--- src/core/dio_regs_pkg.sv ---
// Register map, field positions and timing constants of the isolated DIO block
package dio_regs_pkg;
  // ****************************************************************
  // Register offsets
  // ****************************************************************
  localparam logic [5:0] OFF_IN0 = 6'h00;
  localparam logic [5:0] OFF_IN1 = 6'h01;
  localparam logic [5:0] OFF_IN2 = 6'h02;
  localparam logic [5:0] OFF_RLY3 = 6'h03;
  localparam logic [5:0] OFF_RLY4 = 6'h04;
  localparam logic [5:0] OFF_RLY5 = 6'h05;
  localparam logic [5:0] OFF_IDENT = 6'h06;
  localparam logic [5:0] OFF_STROBE = 6'h07;
  localparam logic [5:0] OFF_PER_LO = 6'h08;
  localparam logic [5:0] OFF_PER_MID = 6'h09;
  localparam logic [5:0] OFF_PER_HI = 6'h0a;
  localparam logic [5:0] OFF_DEB0 = 6'h0c;
  localparam logic [5:0] OFF_DEB1 = 6'h0d;
  localparam logic [5:0] OFF_DEB2 = 6'h0e;
  localparam logic [5:0] OFF_FLAGS = 6'h14;
  localparam logic [5:0] OFF_GATE = 6'h15;
  localparam logic [5:0] OFF_RISE0 = 6'h18;
  localparam logic [5:0] OFF_RISE1 = 6'h19;
  localparam logic [5:0] OFF_RISE2 = 6'h1a;
  localparam logic [5:0] OFF_DROP0 = 6'h20;
  localparam logic [5:0] OFF_DROP1 = 6'h21;
  localparam logic [5:0] OFF_DROP2 = 6'h22;
  // ****************************************************************
  // Field positions
  // ****************************************************************
  localparam int STB_PERIOD = 0;
  localparam int STB_GLITCH = 1;
  localparam int STB_OVERRUN = 2;
  localparam int STB_EDGE = 3;
  localparam int FLG_EDGE = 0;
  localparam int FLG_OVERRUN = 1;
  localparam int FLG_IRQ = 2;
  localparam int GATE_EDGE = 0;
  localparam int GATE_OVERRUN = 1;
  localparam int GATE_GLOBAL = 2;
  localparam int GATE_RISE = 3;
  localparam int GATE_DROP = 4;
  // ****************************************************************
  // Reset values
  // ****************************************************************
  localparam logic [7:0] RELAY_RESET = 8'hff;
  localparam logic [4:0] GATE_RESET = 5'h18;
  localparam logic [7:0] SEL_RESET = 8'h00;
  localparam logic [19:0] PERIOD_RESET = 20'h00000;
  // Identity value is arbitrary
  localparam logic [7:0] IDENT_CODE = 8'h5a;
  // ****************************************************************
  // Timing
  // ****************************************************************
  localparam int CLOCK_MHZ = 40;
  localparam int STEP_NS = 200;
  localparam int STEP_CYCLES = (STEP_NS * CLOCK_MHZ) / 1000;
  localparam logic [3:0] STEP_LAST = 4'(STEP_CYCLES - 1);
endpackage

--- src/core/isolated_dio_filter_change_detect.sv ---
// Register bank with glitch filters and change detection for isolated DIO
//
// Function
// - Input reads return current eight line levels
// - Relay registers power up all ones
// - Relay write sets controls, read returns it
// - Fixed identity byte at offset 06
// - Write-only clear register, ones trigger resets
// - Bit 3 clears edge flag; level history not reset
// - Overflow clears only with bits 2 and 3
// - Bit 1 resets glitch filter logic
// - Bit 0 reloads interval timer
// - Twenty-bit interval in 200 ns steps
// - Filter only lines with enable set
// - Three filter-enable registers, reset zero
// - Status bit 2 mirrors interrupt request
// - Status bit 1 flags edge during interrupt
// - Status bit 0 flags any enabled edge
// - Control bits 4 and 3 reset to one
// - Control bits 2..0 master, overflow, edge
// - Rising-edge enables at 18 to 1A
// - Falling-edge enables at 20 to 22
// - Edge interrupts need edge enable bit
`timescale 1ns/100ps
module isolated_dio_filter_change_detect (
  input wire logic clock,
  input wire logic rst_b,
  input wire logic [5:0] address,
  input wire logic readStrobe,
  input wire logic writeStrobe,
  input wire logic [7:0] writeData,
  output logic [7:0] readData,
  input wire logic [23:0] inputLines,
  output logic [23:0] relayControl,
  output logic irqRequest
);
  // ****************************************************************
  // Input synchronisers
  // ****************************************************************
  logic [23:0] syncA_q;
  logic [23:0] syncB_q;
  always_ff @(posedge clock or negedge rst_b) begin
    if (!rst_b) begin
      syncA_q <= '0;
      syncB_q <= '0;
    end else begin
      syncA_q <= inputLines;
      syncB_q <= syncA_q;
    end
  end

  // ****************************************************************
  // Register storage
  // ****************************************************************
  logic [7:0] relay_q [3];
  logic [7:0] debSel_q [3];
  logic [7:0] rise_q [3];
  logic [7:0] drop_q [3];
  logic [19:0] period_q;
  logic [4:0] gate_q;

  function automatic logic hit(input logic [5:0] a, input logic [5:0] b);
    hit = writeStrobe && (a == b);
  endfunction

  wire wrStrobeReg = hit(address, dio_regs_pkg::OFF_STROBE);
  wire [7:0] strobeBits = wrStrobeReg ? writeData : 8'h00;
  wire reloadTimer = strobeBits[dio_regs_pkg::STB_PERIOD];
  wire resetGlitch = strobeBits[dio_regs_pkg::STB_GLITCH];
  wire resetEdge = strobeBits[dio_regs_pkg::STB_EDGE];
  wire resetOverrun = resetEdge &&
    strobeBits[dio_regs_pkg::STB_OVERRUN];

  genvar p;
  generate
    for (p = 0; p < 3; p++) begin : g_port
      always_ff @(posedge clock or negedge rst_b) begin
        if (!rst_b) begin
          relay_q[p] <= dio_regs_pkg::RELAY_RESET;
          debSel_q[p] <= dio_regs_pkg::SEL_RESET;
          rise_q[p] <= dio_regs_pkg::SEL_RESET;
          drop_q[p] <= dio_regs_pkg::SEL_RESET;
        end else begin
          if (hit(address, dio_regs_pkg::OFF_RLY3 + 6'(p))) begin
            relay_q[p] <= writeData;
          end
          if (hit(address, dio_regs_pkg::OFF_DEB0 + 6'(p))) begin
            debSel_q[p] <= writeData;
          end
          if (hit(address, dio_regs_pkg::OFF_RISE0 + 6'(p))) begin
            rise_q[p] <= writeData;
          end
          if (hit(address, dio_regs_pkg::OFF_DROP0 + 6'(p))) begin
            drop_q[p] <= writeData;
          end
        end
      end
      assign relayControl[8*p +: 8] = relay_q[p];
    end
  endgenerate

  always_ff @(posedge clock or negedge rst_b) begin
    if (!rst_b) begin
      period_q <= dio_regs_pkg::PERIOD_RESET;
      gate_q <= dio_regs_pkg::GATE_RESET;
    end else begin
      if (hit(address, dio_regs_pkg::OFF_PER_LO)) begin
        period_q[7:0] <= writeData;
      end
      if (hit(address, dio_regs_pkg::OFF_PER_MID)) begin
        period_q[15:8] <= writeData;
      end
      if (hit(address, dio_regs_pkg::OFF_PER_HI)) begin
        period_q[19:16] <= writeData[3:0];
      end
      if (hit(address, dio_regs_pkg::OFF_GATE)) begin
        gate_q <= writeData[4:0];
      end
    end
  end

  // ****************************************************************
  // Filter interval timer
  // ****************************************************************
  // Step prescaler makes 200 ns ticks; the interval counter then
  // issues one sample pulse per programmed interval.
  logic [3:0] stepCnt_q;
  logic [19:0] periodCnt_q;
  wire stepTick = (stepCnt_q == dio_regs_pkg::STEP_LAST);
  wire periodDone = stepTick && (periodCnt_q <= 20'h00001);
  always_ff @(posedge clock or negedge rst_b) begin
    if (!rst_b) begin
      stepCnt_q <= 4'h0;
      periodCnt_q <= dio_regs_pkg::PERIOD_RESET;
    end else if (reloadTimer) begin
      stepCnt_q <= 4'h0;
      periodCnt_q <= period_q;
    end else begin
      stepCnt_q <= stepTick ? 4'h0 : stepCnt_q + 4'h1;
      if (periodDone) begin
        periodCnt_q <= period_q;
      end else if (stepTick) begin
        periodCnt_q <= periodCnt_q - 20'h00001;
      end
    end
  end

  // ****************************************************************
  // Glitch filters
  // ****************************************************************
  // A line is accepted only if raw level stayed the same over a whole
  // interval: changed_q marks any disagreement since the last sample.
  logic [23:0] filt_q;
  logic [23:0] changed_q;
  logic [23:0] prevRaw_q;
  wire [23:0] selMask = {debSel_q[2], debSel_q[1], debSel_q[0]};
  wire [23:0] rawDiff = syncB_q ^ prevRaw_q;
  always_ff @(posedge clock or negedge rst_b) begin
    if (!rst_b) begin
      filt_q <= '0;
      changed_q <= '0;
      prevRaw_q <= '0;
    end else begin
      prevRaw_q <= syncB_q;
      if (resetGlitch) begin
        filt_q <= syncB_q;
        changed_q <= '0;
      end else if (periodDone) begin
        filt_q <= (filt_q & (changed_q | rawDiff)) |
          (syncB_q & ~(changed_q | rawDiff));
        changed_q <= '0;
      end else begin
        changed_q <= changed_q | rawDiff;
      end
    end
  end
  wire [23:0] cleanLevel = (selMask & filt_q) | (~selMask & syncB_q);

  // ****************************************************************
  // Change detection
  // ****************************************************************
  logic [23:0] lastLevel_q;
  logic edgeFlag_q;
  logic overrunFlag_q;
  wire [23:0] riseMask = {rise_q[2], rise_q[1], rise_q[0]};
  wire [23:0] dropMask = {drop_q[2], drop_q[1], drop_q[0]};
  wire [23:0] riseSeen = cleanLevel & ~lastLevel_q & riseMask &
    {24{gate_q[dio_regs_pkg::GATE_RISE]}};
  wire [23:0] dropSeen = ~cleanLevel & lastLevel_q & dropMask &
    {24{gate_q[dio_regs_pkg::GATE_DROP]}};
  wire anyEdge = |(riseSeen | dropSeen);
  wire irqNow = gate_q[dio_regs_pkg::GATE_GLOBAL] &&
    ((edgeFlag_q && gate_q[dio_regs_pkg::GATE_EDGE]) ||
     (overrunFlag_q && gate_q[dio_regs_pkg::GATE_OVERRUN]));
  always_ff @(posedge clock or negedge rst_b) begin
    if (!rst_b) begin
      lastLevel_q <= '0;
      edgeFlag_q <= 1'b0;
      overrunFlag_q <= 1'b0;
    end else begin
      // Level history resamples every cycle so no false edge follows a flag reset
      lastLevel_q <= cleanLevel;
      if (anyEdge) begin
        edgeFlag_q <= 1'b1;
      end else if (resetEdge) begin
        edgeFlag_q <= 1'b0;
      end
      if (anyEdge && irqNow) begin
        overrunFlag_q <= 1'b1;
      end else if (resetOverrun) begin
        overrunFlag_q <= 1'b0;
      end
    end
  end
  assign irqRequest = irqNow;

  // ****************************************************************
  // Read path
  // ****************************************************************
  wire [7:0] flagsByte = {5'h00, irqNow, overrunFlag_q, edgeFlag_q};
  logic [7:0] readMux;
  always_comb begin
    unique case (address)
      dio_regs_pkg::OFF_IN0: readMux = syncB_q[7:0];
      dio_regs_pkg::OFF_IN1: readMux = syncB_q[15:8];
      dio_regs_pkg::OFF_IN2: readMux = syncB_q[23:16];
      dio_regs_pkg::OFF_RLY3: readMux = relay_q[0];
      dio_regs_pkg::OFF_RLY4: readMux = relay_q[1];
      dio_regs_pkg::OFF_RLY5: readMux = relay_q[2];
      dio_regs_pkg::OFF_IDENT: readMux = dio_regs_pkg::IDENT_CODE;
      dio_regs_pkg::OFF_PER_LO: readMux = period_q[7:0];
      dio_regs_pkg::OFF_PER_MID: readMux = period_q[15:8];
      dio_regs_pkg::OFF_PER_HI: readMux = {4'h0, period_q[19:16]};
      dio_regs_pkg::OFF_DEB0: readMux = debSel_q[0];
      dio_regs_pkg::OFF_DEB1: readMux = debSel_q[1];
      dio_regs_pkg::OFF_DEB2: readMux = debSel_q[2];
      dio_regs_pkg::OFF_FLAGS: readMux = flagsByte;
      dio_regs_pkg::OFF_GATE: readMux = {3'h0, gate_q};
      dio_regs_pkg::OFF_RISE0: readMux = rise_q[0];
      dio_regs_pkg::OFF_RISE1: readMux = rise_q[1];
      dio_regs_pkg::OFF_RISE2: readMux = rise_q[2];
      dio_regs_pkg::OFF_DROP0: readMux = drop_q[0];
      dio_regs_pkg::OFF_DROP1: readMux = drop_q[1];
      dio_regs_pkg::OFF_DROP2: readMux = drop_q[2];
      default: readMux = 8'h00;
    endcase
  end
  always_ff @(posedge clock or negedge rst_b) begin
    if (!rst_b) begin
      readData <= 8'h00;
    end else if (readStrobe) begin
      readData <= readMux;
    end
  end
endmodule

--- config.mk ---
export PLATFORM = sky130hd
export DESIGN_NAME = isolated_dio_filter_change_detect
export DESIGN_NICKNAME = d
export VERILOG_FILES = /design/src/core/dio_regs_pkg.sv /design/src/core/isolated_dio_filter_change_detect.sv
export SDC_FILE = /design/constraint.sdc
export NUM_CORES = 1
export LEC_CHECK = 0
export BUFFER_PORTS_ARGS = -buffer_cell sky130_fd_sc_hd__buf_2
export CAP_MARGIN = 10
export CELL_PAD_IN_SITES_DETAIL_PLACEMENT = 0
export CELL_PAD_IN_SITES_GLOBAL_PLACEMENT = 1
export CORE_UTILIZATION = 32
export CTS_BUF_LIST = sky130_fd_sc_hd__clkbuf_8
export DETAILED_ROUTE_END_ITERATION = 10
export MAX_ROUTING_LAYER = met4
export PLACE_DENSITY_LB_ADDON = 0.1
export SLEW_MARGIN = 15
export SYNTH_ARGS = -nofsm -noshare
export SYNTH_HDL_FRONTEND = slang
export SYNTH_SLANG_ARGS = --single-unit
--- constraint.sdc ---
create_clock -name clock -period 2.6 [get_ports clock]
set_input_delay 0.52 -clock clock [delete_from_list [all_inputs] [get_ports clock]]
set_output_delay 0.52 -clock clock [all_outputs]
set_load 0.05 [all_outputs]
Word level (Yosys, flattened, before mapping)

Cells that the tools add are included.

Bits in registers: 299
Input port bits: 42
Output and inout port bits: 33
Word-level logic and storage cells: 116

Add/subtract/negate cells: 2
$lt $le $gt $ge: 1
Equal/unequal tests: 22
Mux-type cells: 15
Bitwise logic cells: 19
Reductions and logical operators: 30

Operators with widths:

| kind                  | count |
|---|---|
| $and 24x24->24        | 10 |
| $pmux 8 s21           | 1 |
| $mux 24               | 4 |
| $not 24->24           | 4 |
| $or 24x24->24         | 4 |
| $mux 20               | 3 |
| $eq 6x4->1 const B    | 6 |
| $eq 6x5->1 const B    | 5 |
| $eq 6x3->1 const B    | 4 |
| $reduce_or 24->1      | 1 |
| $xor 24x24->24        | 1 |
| $logic_and 1x1->1     | 23 |
| $le 20x1->1 const B   | 1 |
| $sub 20x1->20 const B | 1 |
| $eq 6x6->1 const B    | 3 |
| $eq 6x2->1 const B    | 2 |
| $mux 4                | 3 |
| $eq 6x1->1 const B    | 1 |
| $logic_not 6->1       | 1 |
| $reduce_bool 2->1     | 3 |
| $add 4x1->4 const B   | 1 |
| $eq 4x3->1 const B    | 1 |
| $mux 1                | 4 |
| $reduce_bool 3->1     | 1 |
| $logic_or 1x1->1      | 1 |

Longest topological paths before layout

Gate-level depths: netlist of run 1.

Depth after elaboration: 11
Depth in mapped cells: 11
Depth with buffers taken out: 8

Worst setup path before layout of run 1

No wires, ideal clock.

Path type: input to register
Start point: input address[0]
End point: register readData[3]
Setup time: 0.121 ns
Arrival: 2.215 ns
Required time: 2.479 ns
Path slack: 0.264 ns
Stages on the path: 8
Buffers on the path: 2
Cell sequence: clkbuf_1 > nor2b_1 > and2_1 > clkbuf_1 > a221oi_1 > nand3_1 > or4_1 > a22o_1

Word-level cells in the longest chain between the ends: 2
Elaborated cells on any way between the ends: 22
Those cells by class: 20 x eq/ne; 1 x mux; 1 x reduce/logical

Ends and longest elaborated chain:

| item                                     | RTL line                                 | RTL |
|---|---|---|
| start: declaration                       | isolated_dio_filter_change_detect.sv:28  | `input wire logic [5:0] address,` |
| $eq 6x6->1, or another cell as far along | isolated_dio_filter_change_detect.sv:223 | `unique case (address)` |
| $pmux 8 s21 *                            | isolated_dio_filter_change_detect.sv:223 |  |
| end signal: assignment                   | isolated_dio_filter_change_detect.sv:252 | `readData <= readMux;` |
| end: declaration                         | isolated_dio_filter_change_detect.sv:32  | `output logic [7:0] readData,` |

Mark *: on every way between the ends. The rest lies on a longest branch, timed or not.
A chain may end at the register's enable or synchronous reset.

Worst setup path in the final report of run 1

Start point: register debSel_q[4] (netlist bit)
End point: register overrunFlag_q

Word-level cells in the longest chain between the ends: 11
Elaborated cells on any way between the ends: 16
Those cells by class: 1 x mux; 12 x bitwise; 3 x reduce/logical

Ends and longest elaborated chain:

| item                                        | RTL line                                 | RTL |
|---|---|---|
| start: declaration                          | isolated_dio_filter_change_detect.sv:56  | `logic [7:0] debSel_q [3];` |
| start signal: indexed assignment            | isolated_dio_filter_change_detect.sv:80  | `debSel_q[p] <= dio_regs_pkg::SEL_RESET;` |
| start signal: indexed assignment            | isolated_dio_filter_change_detect.sv:88  | `debSel_q[p] <= writeData;` |
| $not 24->24                                 | isolated_dio_filter_change_detect.sv:177 | `wire [23:0] cleanLevel = (selMask & filt_q) \| (~selMask & syncB_q);` |
| $and 24x24->24                              | isolated_dio_filter_change_detect.sv:177 |  |
| $or 24x24->24 *                             | isolated_dio_filter_change_detect.sv:177 |  |
| $not 24->24                                 | isolated_dio_filter_change_detect.sv:189 | `wire [23:0] dropSeen = ~cleanLevel & lastLevel_q & dropMask &` |
| $and 24x24->24 (3 in series)                | isolated_dio_filter_change_detect.sv:189 |  |
| $or 24x24->24 *                             | isolated_dio_filter_change_detect.sv:191 | `wire anyEdge = \|(riseSeen \| dropSeen);` |
| $reduce_or 24->1 *                          | isolated_dio_filter_change_detect.sv:191 |  |
| $logic_and 1x1->1 *                         | isolated_dio_filter_change_detect.sv:208 | `if (anyEdge && irqNow) begin` |
| $mux 1 or $reduce_bool 2->1 (tied branches) | --                                       |  |
| end signal: assignment                      | isolated_dio_filter_change_detect.sv:199 | `overrunFlag_q <= 1'b0;` |
| end signal: assignment                      | isolated_dio_filter_change_detect.sv:209 | `overrunFlag_q <= 1'b1;` |
| end signal: assignment                      | isolated_dio_filter_change_detect.sv:211 | `overrunFlag_q <= 1'b0;` |
| end: declaration                            | isolated_dio_filter_change_detect.sv:184 | `logic overrunFlag_q;` |

Marked as above.

==> results.sh, run 1 <==
export IMPL_status="completed"
export IMPL_final_area_mm2=0.01665
export IMPL_syn_inst=1123
export IMPL_antenna_found_initial=0
export IMPL_syn_cell_area_mm2=0.01323
export IMPL_synth_avg_cell_area_um2=11.78
export IMPL_synth_xor_area_share_pct=1.722
export IMPL_yosys_top_cells_count="273 x dfrtp_1, 137 x mux2_2, 92 x a21oi_1"
export IMPL_skew_ns=0.03690
export IMPL_num_vias=10317
export IMPL_min_period_ns=2.557
export IMPL_placed_cells=1799
export IMPL_synth_compound_area_share_pct=15.32
export IMPL_dp_hpwl_um=35670
export IMPL_hold_viol_final=0
export IMPL_yosysSeqAreaShare_pct=56.81
export IMPL_synth_edf_count=0
export IMPL_cts_root_buf="clkbuf_8"
export IMPL_start_util_pct=32.40
export IMPL_crit_arrival_ns=3.08
export IMPL_slew_viol_final=0
export IMPL_nNetsFinal=1396
export IMPL_setup_ws_ns=0.04283
export IMPL_cts_buffers=56
export IMPL_die_w_um=205.3
export IMPL_synth_mux_area_share_pct=12.27
export IMPL_wire_per_inst_um=25.21
export IMPL_crit_type="flop to flop"
export IMPL_p_per_area_mw_per_mm2=747.4
export IMPL_area_delta_synth_final_pct=25.85
export IMPL_h_tree_depth=2
export IMPL_gr_usage_all_layers_pct=24.42
export IMPL_design_die_area_mm2=0.04215
export IMPL_rows=74
export IMPL_final_setup_viol_count=0
export IMPL_fmax_mhz=391.1
export IMPL_core_area_mm2=0.04083
export IMPL_die_y_um=205.3
export IMPL_drt_iter0_markers=747
export IMPL_cts_num_sinks=299
export IMPL_nFillCells=4014
export IMPL_place_ws_ns=-0.02648
export IMPL_synth_most_common_cell="dfrtp_1"
export IMPL_drt_total_wl_um=48620
export IMPL_drc=0
export IMPL_hold_path_class="flop to flop"
export IMPL_synthAdderAreaFrac_pct=0.2838
export IMPL_grt_max_degree=64
export IMPL_rsz0062_at_grt="no"
export IMPL_synth_net_count=1168
export IMPL_gp_congestion=0.9983
export IMPL_place_area_mm2=0.01521
export IMPL_viasPerCell=5.348
export IMPL_ys_types=61
export IMPL_fin_crit_sh_pct=98.35
export IMPL_drtAntennaViolNets=0
export IMPL_clockBufferDepth=3
export IMPL_ir_drop_uv=408.9
export IMPL_required_ns=3.12
export IMPL_synth_flop_cell="dfrtp_1"
export IMPL_final_core_util_pct=40.77
export IMPL_async_flop_share_pct=100.0
export IMPL_worstSetupStartpointType="flop"
export IMPL_grt_pass1_wl_um=71700
export IMPL_maxCapViolCount=0
export IMPL_cts_setup_buffers=0
export IMPL_cts_tree="built"
export IMPL_clk_pin_slew_ns=0.06
export IMPL_p_total_mw=12.44
export IMPL_p_leak_nw=7.436
export IMPL_max_slew_margin_rel_pct=37.78
export IMPL_synth_top_family_by_area="compound AO/OA/AOI/OAI gates"
export IMPL_grt_overflow=0
export IMPL_hold_depth=0
export IMPL_boundaryPins=75
export IMPL_drtPass1Iterations=5
export IMPL_ys_ff_latch=299
export IMPL_reg2reg_depth=6
export IMPL_layoutNonFillerInstCount=1929
export IMPL_synthSimpleGateAreaFrac_pct=10.80
export IMPL_port_buffers=74
export IMPL_clk_latency_ns=0.64
export IMPL_synth_top_area_cell="dfrtp_1"
export IMPL_critPathMaxFanout=3
export IMPL_synth_top_cell_area_share_pct=51.65
export IMPL_tightest_slew_ns=0.9208
export IMPL_ys_warn_count=0
export IMPL_synth_area_leaders="dfrtp_1 52%, mux2_2 12%, dfstp_2 5.2%"
export IMPL_endpoint_kind="flop"
export IMPL_layout_drive_gt1_share_pct=34.96
export IMPL_first_global_vias=10363
registers in the layout (all words and copies together) (netlist names), named ones only:
name,count
syncB_q,24
lastLevel_q,24
relayControl,24
debSel_q,24
changed_q,24
periodCnt_q,20
edgeFlag_q,1
gate_q,5
prevRaw_q,24
period_q,20
dropMask,24
stepCnt_q,4
syncA_q,24
overrunFlag_q,1
readData,8
riseMask,24
critical path, cell delays in order, from the launching register on:
cell       delay (ns)
dfrtp_1          0.47
mux2i_1          0.58
a2bb2oi_1        0.37
nand4_1          0.16
or4_1            0.48
a22oi_2          0.29
o21ai_1          0.09
where the power goes:
part / leakage [nW] / internal (mW) / switching [mW] / total (mW)
sequential: 3.63 / 5.22 / 0.575 / 5.80
combinational: 3.13 / 0.861 / 1.15 / 2.01
clock: 0.677 / 2.55 / 2.09 / 4.64
total: 7.44 / 8.63 / 3.81 / 12.4
cells in the final DEF, fill, tap and decap left out, drive strengths merged, types with 7 or more instances in the layout:
cell type    instances
a21oi               92
a221oi              10
a22o                16
a22oi               25
a2bb2oi              7
a32o                 9
a32oi               16
and2                20
and3                14
buf                209
clkbuf              72
dfrtp              273
dfstp               26
dlygate4sd3         25
inv                 47
mux2               137
mux2i                8
nand2               57
nand2b               7
nand3               38
nand3b               7
nand4               15
nor2                43
nor2b               12
nor3                14
o21a                25
o21ai               52
o22a                24
o22ai               10
or4                  7
xor2                25
logic make-up after synthesis:
family                     Yosys count
adders and majority gates            3
and+or+nand+nor                    260
xor gates and xnor gates            26
AOI/OAI and AO/OA                  303
muxes                              145
buffers and inverters               87
DFF                                299
layout make-up:
class | instances | area [um^2] | share of cell area [%]
diodes | 1 | 2.502 | 0.01503
clock inverters | 32 | 168.9 | 1.015
flip-flops and latches | 299 | 7515 | 45.14
repair buffers | 235 | 1844 | 11.08
multi-input cells | 737 | 5391 | 32.39
well taps | 532 | 665.6 | 3.998
clock buffers | 71 | 977.2 | 5.870
inverters | 22 | 82.58 | 0.4961
path summary, 6_finish.rpt:
kind,slack (ns),to,start
worst max-delay path,0.04,overrunFlag_q$_DFFE_PN0P_,debSel_q[4]$_DFFE_PN0P_
worst min-delay path,0.34,syncB_q[10]$_DFF_PN0_,syncA_q[10]$_DFF_PN0_
worst max register to register,0.04,overrunFlag_q$_DFFE_PN0P_,debSel_q[4]$_DFFE_PN0P_
worst min register to register,0.34,syncB_q[10]$_DFF_PN0_,syncA_q[10]$_DFF_PN0_
max in group asynchronous,1.31,relayControl[18]$_DFFE_PN1P_,rst_b
min in group asynchronous,0.43,lastLevel_q[21]$_DFF_PN0_,rst_b
routing by layer:
| layer | up-vias | GRT usage, % | wire length [um] |
|---|---|---|---|
| li1 | 4622 | - | - |
| met1 | 5301 | 32.21 | 21950 |
| met2 | 298 | 37.75 | 22620 |
| met3 | 96 | 3.785 | 2256 |
| met4 | 0 | 9.365 | 1788 |
| met5 | - | - | 0 |
per-stage QoR:
step	TNS (ns)	hold slack (ns)
after floorplan	0	0.2244
after global placement	0	0.3320
after detailed placement	-0.1570	0.3347
after CTS	0	0.3289
after global routing	0	0.3486
final	0	0.3353
repair_timing:
action | in CTS | in global routing
endpoints found under the hold margin | 68 | 0
setup endpoints to repair | 0 | 26
gates resized for setup | 0 | 3
hold buffers | 25 | 0
Power figures use the tool's default switching activity.
==> inputs of run 2 (changes only) <==
--- a/config.mk
+++ b/config.mk
@@ -9,9 +9,11 @@
 export CAP_MARGIN = 10
 export CELL_PAD_IN_SITES_DETAIL_PLACEMENT = 0
 export CELL_PAD_IN_SITES_GLOBAL_PLACEMENT = 1
+export CORE_ASPECT_RATIO = 0.8
 export CORE_UTILIZATION = 32
 export CTS_BUF_LIST = sky130_fd_sc_hd__clkbuf_8
 export DETAILED_ROUTE_END_ITERATION = 10
+export GPL_TIMING_DRIVEN = 0
 export MAX_ROUTING_LAYER = met4
 export PLACE_DENSITY_LB_ADDON = 0.1
 export SLEW_MARGIN = 15
==> run 2 against run 1 <==
  * The run now ends with negative setup slack left
  * Maximum frequency fell by 6.0%
  * Register-to-register slack got worse by 0.16 ns
  * Sequential power is 0.7% higher
  * First-iteration DRC count up 7.6%
  * Cell count shrank 3.6%
  * Die area about the same
  * Combinational power down 9%
  * Highest routed layer unchanged
==> results.sh, run 2 (synthesis gave the netlist of run 1 again) <==
export IMPL_cts_buffers=53
export IMPL_min_period_ns=2.720
export IMPL_wire_per_inst_um=25.71
export IMPL_status="finished, violations left"
export IMPL_final_area_mm2=0.01581
export IMPL_clk_pin_slew_ns=0.06
export IMPL_violations="negative setup slack"
export IMPL_antenna_cells=0
export IMPL_port_buffers=69
export IMPL_max_slew_margin_rel_pct=22.14
export IMPL_worstSetupStartpointType="flop"
export IMPL_r2r_start="periodCnt_q[2]$_DFFE_PN0P_"
export IMPL_skew_ns=0.02218
export IMPL_first_global_vias=10171
export IMPL_critPathMaxFanout=6
export IMPL_hold_depth=2
export IMPL_final_common_cell="dfrtp_1"
export IMPL_hold_viol_final=0
export IMPL_place_area_mm2=0.01436
export IMPL_route_met3_wl_um=3202
export IMPL_path_cells="nor4_1 -> nand4b_1 -> o21ai_0 -> a21boi_0 -> a311o_1"
export IMPL_clk_latency_ns=0.65
export IMPL_reg2reg_slack_ns=-0.12
export IMPL_fmax_mhz=367.7
export IMPL_reg2reg_depth=5
export IMPL_hold_slack_ns=0.1918
export IMPL_grt_pass1_wl_um=70760
export IMPL_crit_arrival_ns=3.24
export IMPL_antenna_found_initial=2
export IMPL_final_setup_viol_count=1
export IMPL_crit_type="flop to flop"
export IMPL_crit_family="simple AND/OR/NAND/NOR gates"
export IMPL_rsz0062_at_grt="yes"
export IMPL_multi_input_area_mm2=0.005440
export IMPL_r2r_end="periodCnt_q[19]$_DFFE_PN0P_"
export IMPL_grt_max_degree=97
export IMPL_core_area_mm2=0.04071
export IMPL_nNetsFinal=1321
export IMPL_die_w_um=229.3
export IMPL_h_tree_depth=2
export IMPL_cts_root_buf="clkbuf_8"
export IMPL_rows=66
export IMPL_dp_hpwl_um=35150
export IMPL_layout_drive_gt1_share_pct=29.48
export IMPL_fin_crit_sh_pct=104.6
export IMPL_design_die_area_mm2=0.04216
export IMPL_p_per_area_mw_per_mm2=767.1
export IMPL_viasPerCell=5.448
export IMPL_gr_usage_all_layers_pct=23.83
export IMPL_start_util_pct=32.49
export IMPL_setup_ws_ns=-0.1196
export IMPL_slew_viol_final=0
export IMPL_wl_met2_um=19270
export IMPL_gp_congestion=0.9642
export IMPL_top_layer="met4"
export IMPL_cts_tree="built"
export IMPL_p_total_mw=12.13
export IMPL_endpoint_kind="flop"
export IMPL_maxCapViolCount=0
export IMPL_clockBufferDepth=3
export IMPL_min_from="writeData[5]"
export IMPL_nFillCells=4022
export IMPL_final_cell_mix="270 x dfrtp_1, 136 x mux2_2, 92 x a21oi_1"
export IMPL_cts_num_sinks=299
export IMPL_p_leak_nw=6.839
export IMPL_boundaryPins=75
export IMPL_path_buf_inv=0
export IMPL_drt_total_wl_um=47830
export IMPL_num_vias=10133
export IMPL_place_ws_ns=-1.003
export IMPL_area_sequential_mm2=0.007518
export IMPL_final_core_util_pct=38.84
export IMPL_required_ns=3.12
export IMPL_drt_iter0_markers=804
export IMPL_ir_drop_uv=368.3
export IMPL_whs_endpoint="period_q[13]$_DFFE_PN0P_"
export IMPL_hold_path_class="input pin to flop"
export IMPL_wl_met1_um=24370
export IMPL_die_y_um=183.9
export IMPL_grt_overflow=0
export IMPL_tightest_slew_ns=1.157
export IMPL_critPathSlowestCell="nor4_1"
export IMPL_drtAntennaViolNets=0
export IMPL_cpPeakStageDelay_ns=0.99
export IMPL_drtPass1Iterations=5
export IMPL_drc=0
export IMPL_area_delta_synth_final_pct=19.53
## run 2: metal layers
metal	vias to the layer above	global-route usage, %
met2	335	31.84
met5	-	-
met4	0	6.347
li1	4477	-
met1	5236	36.00
met3	85	4.668
## run 2: how the worst max path moves through the flow
stage / start / to / slack (ns) / cells after the start
2_1_floorplan: address[0] / readData[3]$_DFFE_PN0P_ / 0.26 / 8
3_3_place_gp: rst_b / syncA_q[6]$_DFF_PN0_ / -5.02 / 1
3_5_place_dp: address[2] / relayControl[0]$_DFFE_PN1P_ / -1.00 / 7
4_1_cts: stepCnt_q[0]$_DFF_PN0_ / changed_q[16]$_DFF_PN0_ / 0.02 / 9
5_1_grt: periodCnt_q[0]$_DFFE_PN0P_ / periodCnt_q[16]$_DFFE_PN0P_ / -0.20 / 7
6_report: periodCnt_q[2]$_DFFE_PN0P_ / periodCnt_q[19]$_DFFE_PN0P_ / -0.12 / 5
## run 2: final cells by class
class	instances	share of cell area (%)
flip-flops and latches	299	47.55
multi-input cells	737	34.41
clock buffers	70	6.093
repair buffers	101	4.526
well taps	544	4.305
plain buffers	62	1.852
clock inverters	25	0.7438
inverters	22	0.5223
## run 2: worst register-to-register path: stages, from the launching register on
cell	delay, ns
dfrtp_1	0.45
nor4_1	0.99
nand4b_1	0.36
o21ai_0	0.34
a21boi_0	0.14
a311o_1	0.33
## run 2: where the power goes
group / internal (mW) / total (mW) / switching, mW
registers: 5.22 / 5.84 / 0.618
clock network: 2.40 / 4.47 / 2.07
logic: 0.719 / 1.82 / 1.10
## run 2: per-stage QoR
step	std cells	TNS (ns)
2_1_floorplan	1123	0
3_3_place_gp	1736	-1549.79
3_5_place_dp	1740	-72.87
4_1_cts	1860	0
5_1_grt	1860	-0.6024
6_report	1860	-0.1196
## run 2: what timing repair did
item                                   in CTS  in global routing
hold buffers                               25                  0
buffers inserted                            0                  3
setup endpoints to repair                  77                106
gates resized for setup                    10                 28
pin swaps                                   1                  3
endpoints found under the hold margin      72                  0
==> inputs of run 3 (changes only) <==
--- a/config.mk
+++ b/config.mk
@@ -5,6 +5,7 @@
 export SDC_FILE = /design/constraint.sdc
 export NUM_CORES = 1
 export LEC_CHECK = 0
+export ABC_AREA = 1
 export BUFFER_PORTS_ARGS = -buffer_cell sky130_fd_sc_hd__buf_2
 export CAP_MARGIN = 10
 export CELL_PAD_IN_SITES_DETAIL_PLACEMENT = 0
@@ -12,11 +13,12 @@
 export CORE_ASPECT_RATIO = 0.8
 export CORE_UTILIZATION = 32
 export CTS_BUF_LIST = sky130_fd_sc_hd__clkbuf_8
+export CTS_CLUSTER_DIAMETER = 60
 export DETAILED_ROUTE_END_ITERATION = 10
 export GPL_TIMING_DRIVEN = 0
 export MAX_ROUTING_LAYER = met4
 export PLACE_DENSITY_LB_ADDON = 0.1
-export SLEW_MARGIN = 15
+export SLEW_MARGIN = 0
 export SYNTH_ARGS = -nofsm -noshare
 export SYNTH_HDL_FRONTEND = slang
 export SYNTH_SLANG_ARGS = --single-unit
==> run 3 against run 2 <==
  * The run now ends clean
  * Register-to-register slack improved by 0.25 ns
  * Via count increased by 15%
  * Synthesized cell count increased by 48%
  * Cell count increased by 29%
  * Sequential share of layout area decreased by 0.55 points
  * Clock skew decreased by 0.0050 ns
  * Clock-buffer cell count decreased by 1
  * Total power increased by 1.5%
  * Combinational power increased by 9.9%
  * Die area increased by 1.8%
  * Non-clock buffer count decreased by 20
  * Critical endpoint is now changed_q[10]$_DFF_PN0_
  * Highest routed layer unchanged
==> results.sh, run 3 <==
export IMPL_status="completed"
export IMPL_area_sequential_mm2=0.007515
export IMPL_grt_pass1_wl_um=74240
export IMPL_final_setup_viol_count=0
export IMPL_num_vias=11610
export IMPL_ys_types=31
export IMPL_endpoint_kind="flop"
export IMPL_switching_share_pct=32.05
export IMPL_synth_avg_cell_area_um2=8.112
export IMPL_pwr_share_seq_pct=46.3
export IMPL_grt_util_met1_pct=37.52
export IMPL_core_area_mm2=0.04104
export IMPL_die_w_um=231.4
export IMPL_yosys_top_cells_count="558 x nand2_1, 273 x dfrtp_1, 186 x o21ai_0"
export IMPL_tightest_slew_ns=1.040
export IMPL_drtAntennaViolNets=0
export IMPL_maxCapViolCount=0
export IMPL_die_y_um=185.5
export IMPL_layoutNonFillerInstCount=2400
export IMPL_synth_net_count=1705
export IMPL_min_period_ns=2.472
export IMPL_met2_usage_pct=33.65
export IMPL_multi_input_area_mm2=0.005192
export IMPL_clk_pin_slew_ns=0.06
export IMPL_grt_met3_usage_pct=4.305
export IMPL_p_total_mw=12.31
export IMPL_h_tree_depth=2
export IMPL_area_delta_synth_final_pct=18.72
export IMPL_final_common_cell="nand2_1"
export IMPL_dp_hpwl_um=37350
export IMPL_grt_overflow=0
export IMPL_first_global_vias=11207
export IMPL_synth_flop_cell="dfrtp_1"
export IMPL_clockBufferDepth=3
export IMPL_async_flop_share_pct=100.0
export IMPL_boundaryPins=75
export IMPL_syn_inst=1660
export IMPL_wire_per_inst_um=20.79
export IMPL_yosysSeqAreaShare_pct=55.80
export IMPL_start_util_pct=32.81
export IMPL_ys_warn_count=0
export IMPL_syn_cell_area_mm2=0.01347
export IMPL_gp_congestion=0.9303
export IMPL_clk_latency_ns=0.61
export IMPL_slew_viol_final=0
export IMPL_cts_tree="built"
export IMPL_synth_edf_count=0
export IMPL_nFillCells=4315
export IMPL_layout_drive_gt1_share_pct=12.99
export IMPL_hold_slack_ns=0.1499
export IMPL_rsz0062_at_grt="no"
export IMPL_required_ns=3.08
export IMPL_synth_area_leaders="dfrtp_1 51%, nand2_1 16%, o21ai_0 6.9%"
export IMPL_worstSetupStartpointType="flop"
export IMPL_drc=0
export IMPL_grt_max_degree=103
export IMPL_fin_crit_sh_pct=95.09
export IMPL_final_area_mm2=0.01599
export IMPL_drt_total_wl_um=49890
export IMPL_max_slew_margin_rel_pct=30.65
export IMPL_fin_setup_tns_ns=0
export IMPL_synth_most_common_cell="nand2_1"
export IMPL_cts_num_sinks=299
export IMPL_cts_buffers=52
export IMPL_power_switching_mw=3.946
export IMPL_placed_cells=2279
export IMPL_cts_setup_buffers=0
export IMPL_drtPass1Iterations=5
export IMPL_skew_ns=0.01720
export IMPL_synth_top_cell_area_share_pct=50.73
export IMPL_rows=66
export IMPL_clockPowerShare_pct=37.4
export IMPL_gr_max_usage_layer="met1"
export IMPL_final_cell_mix="557 x nand2_1, 273 x dfrtp_1, 186 x o21ai_0"
export IMPL_nNetsFinal=1859
export IMPL_crit_type="flop to flop"
export IMPL_design_die_area_mm2=0.04291
export IMPL_p_leak_nw=7.735
export IMPL_crit_arrival_ns=2.95
export IMPL_fmax_mhz=404.5
export IMPL_hold_path_class="input pin to flop"
export IMPL_power_frac_comb_pct=16.3
export IMPL_cts_root_buf="clkbuf_8"
export IMPL_ir_drop_uv=365.1
export IMPL_ys_ff_latch=299
export IMPL_critPathMaxFanout=10
export IMPL_p_int_mw=8.367
export IMPL_port_buffers=72
export IMPL_hold_viol_final=0
export IMPL_drt_iter0_markers=896
export IMPL_gr_usage_all_layers_pct=24.62
export IMPL_antenna_found_initial=3
export IMPL_p_per_area_mw_per_mm2=770.2
export IMPL_place_area_mm2=0.01460
export IMPL_viasPerCell=4.838
export IMPL_synth_top_area_cell="dfrtp_1"
## run 3: kinds of logic after synthesis
kind of cell	after synthesis	share of synthesized area, %
XOR/XNOR	27	1.756
AO/OA/AOI/OAI	263	9.988
buffers and inverters	197	5.770
adder cells (fa/ha/maj)	3	0.2788
flip-flops	299	55.80
AND/OR/NAND/NOR	871	26.41
## run 3: stage by stage
step                utilization [%]  setup slack [ns]
floorplan                         -            0.4542
CTS                           38.92          0.009102
global route                  38.95           0.02011
detailed placement            35.57           -0.1364
global placement              35.35            -5.086
finish                        38.95            0.1277
## run 3: final timing paths
check / slack (ns) / cells past startpoint / endpoint / startpoint
min in group asynchronous: 0.33 / 2 / syncB_q[9]$_DFF_PN0_ / rst_b
setup reg to reg: 0.13 / 5 / changed_q[10]$_DFF_PN0_ / periodCnt_q[17]$_DFFE_PN0P_
max in group asynchronous: 1.14 / 4 / async pin / rst_b
hold reg to reg: 0.34 / 0 / syncB_q[2]$_DFF_PN0_ / syncA_q[2]$_DFF_PN0_
hold / removal: 0.15 / 3 / period_q[18]$_DFFE_PN0P_ / writeData[2]
setup / recovery: 0.13 / 5 / changed_q[10]$_DFF_PN0_ / periodCnt_q[17]$_DFFE_PN0P_
## run 3: area by class of cell
class / count / area share [%]
Buffer: 43 / 1.276
Sequential cell: 299 / 47.00
Antenna cell: 1 / 0.01565
Clock inverter: 26 / 1.017
Timing Repair Buffer: 100 / 4.398
Tap cell: 544 / 4.257
Inverter: 154 / 3.616
Clock buffer: 69 / 5.940
Multi-Input combinational cell: 1164 / 32.48
## run 3: repair_timing
action                                  in CTS  in global routing
hold endpoints to repair                    39                  0
hold buffers                                25                  0
pin swaps                                    0                  1
gates resized for setup                      3                  8
endpoints found under the setup margin      27                 30
## run 3: layer usage
metal / part of all wire (%) / up-vias / wire length [um]
li1: - / 5578 / -
met1: 53 / 5661 / 26370
met2: 40 / 312 / 19860
met3: 5.8 / 59 / 2910
met4: 1.5 / 0 / 744
met5: 0 / - / 0
## run 3: worst max-delay path: stages, from the launching register on
cell	delay [ns]
dfrtp_1	0.41
nor2_1	0.38
o211ai_1	0.31
nor3_4	0.72
buf_2	0.40
nor2_1	0.09
## run 3: power groups by stage
stage | Sequential, mW | Clock (mW) | Combinational [mW]
3_5_place_dp | 5.77 | 0 | 1.96
6_report | 5.70 | 4.61 | 2.00
4_1_cts | 5.69 | 4.75 | 2.00
5_1_grt | 5.77 | 4.95 | 2.26
3_3_place_gp | 5.76 | 0 | 1.93
2_1_floorplan | 5.79 | 0 | 1.09
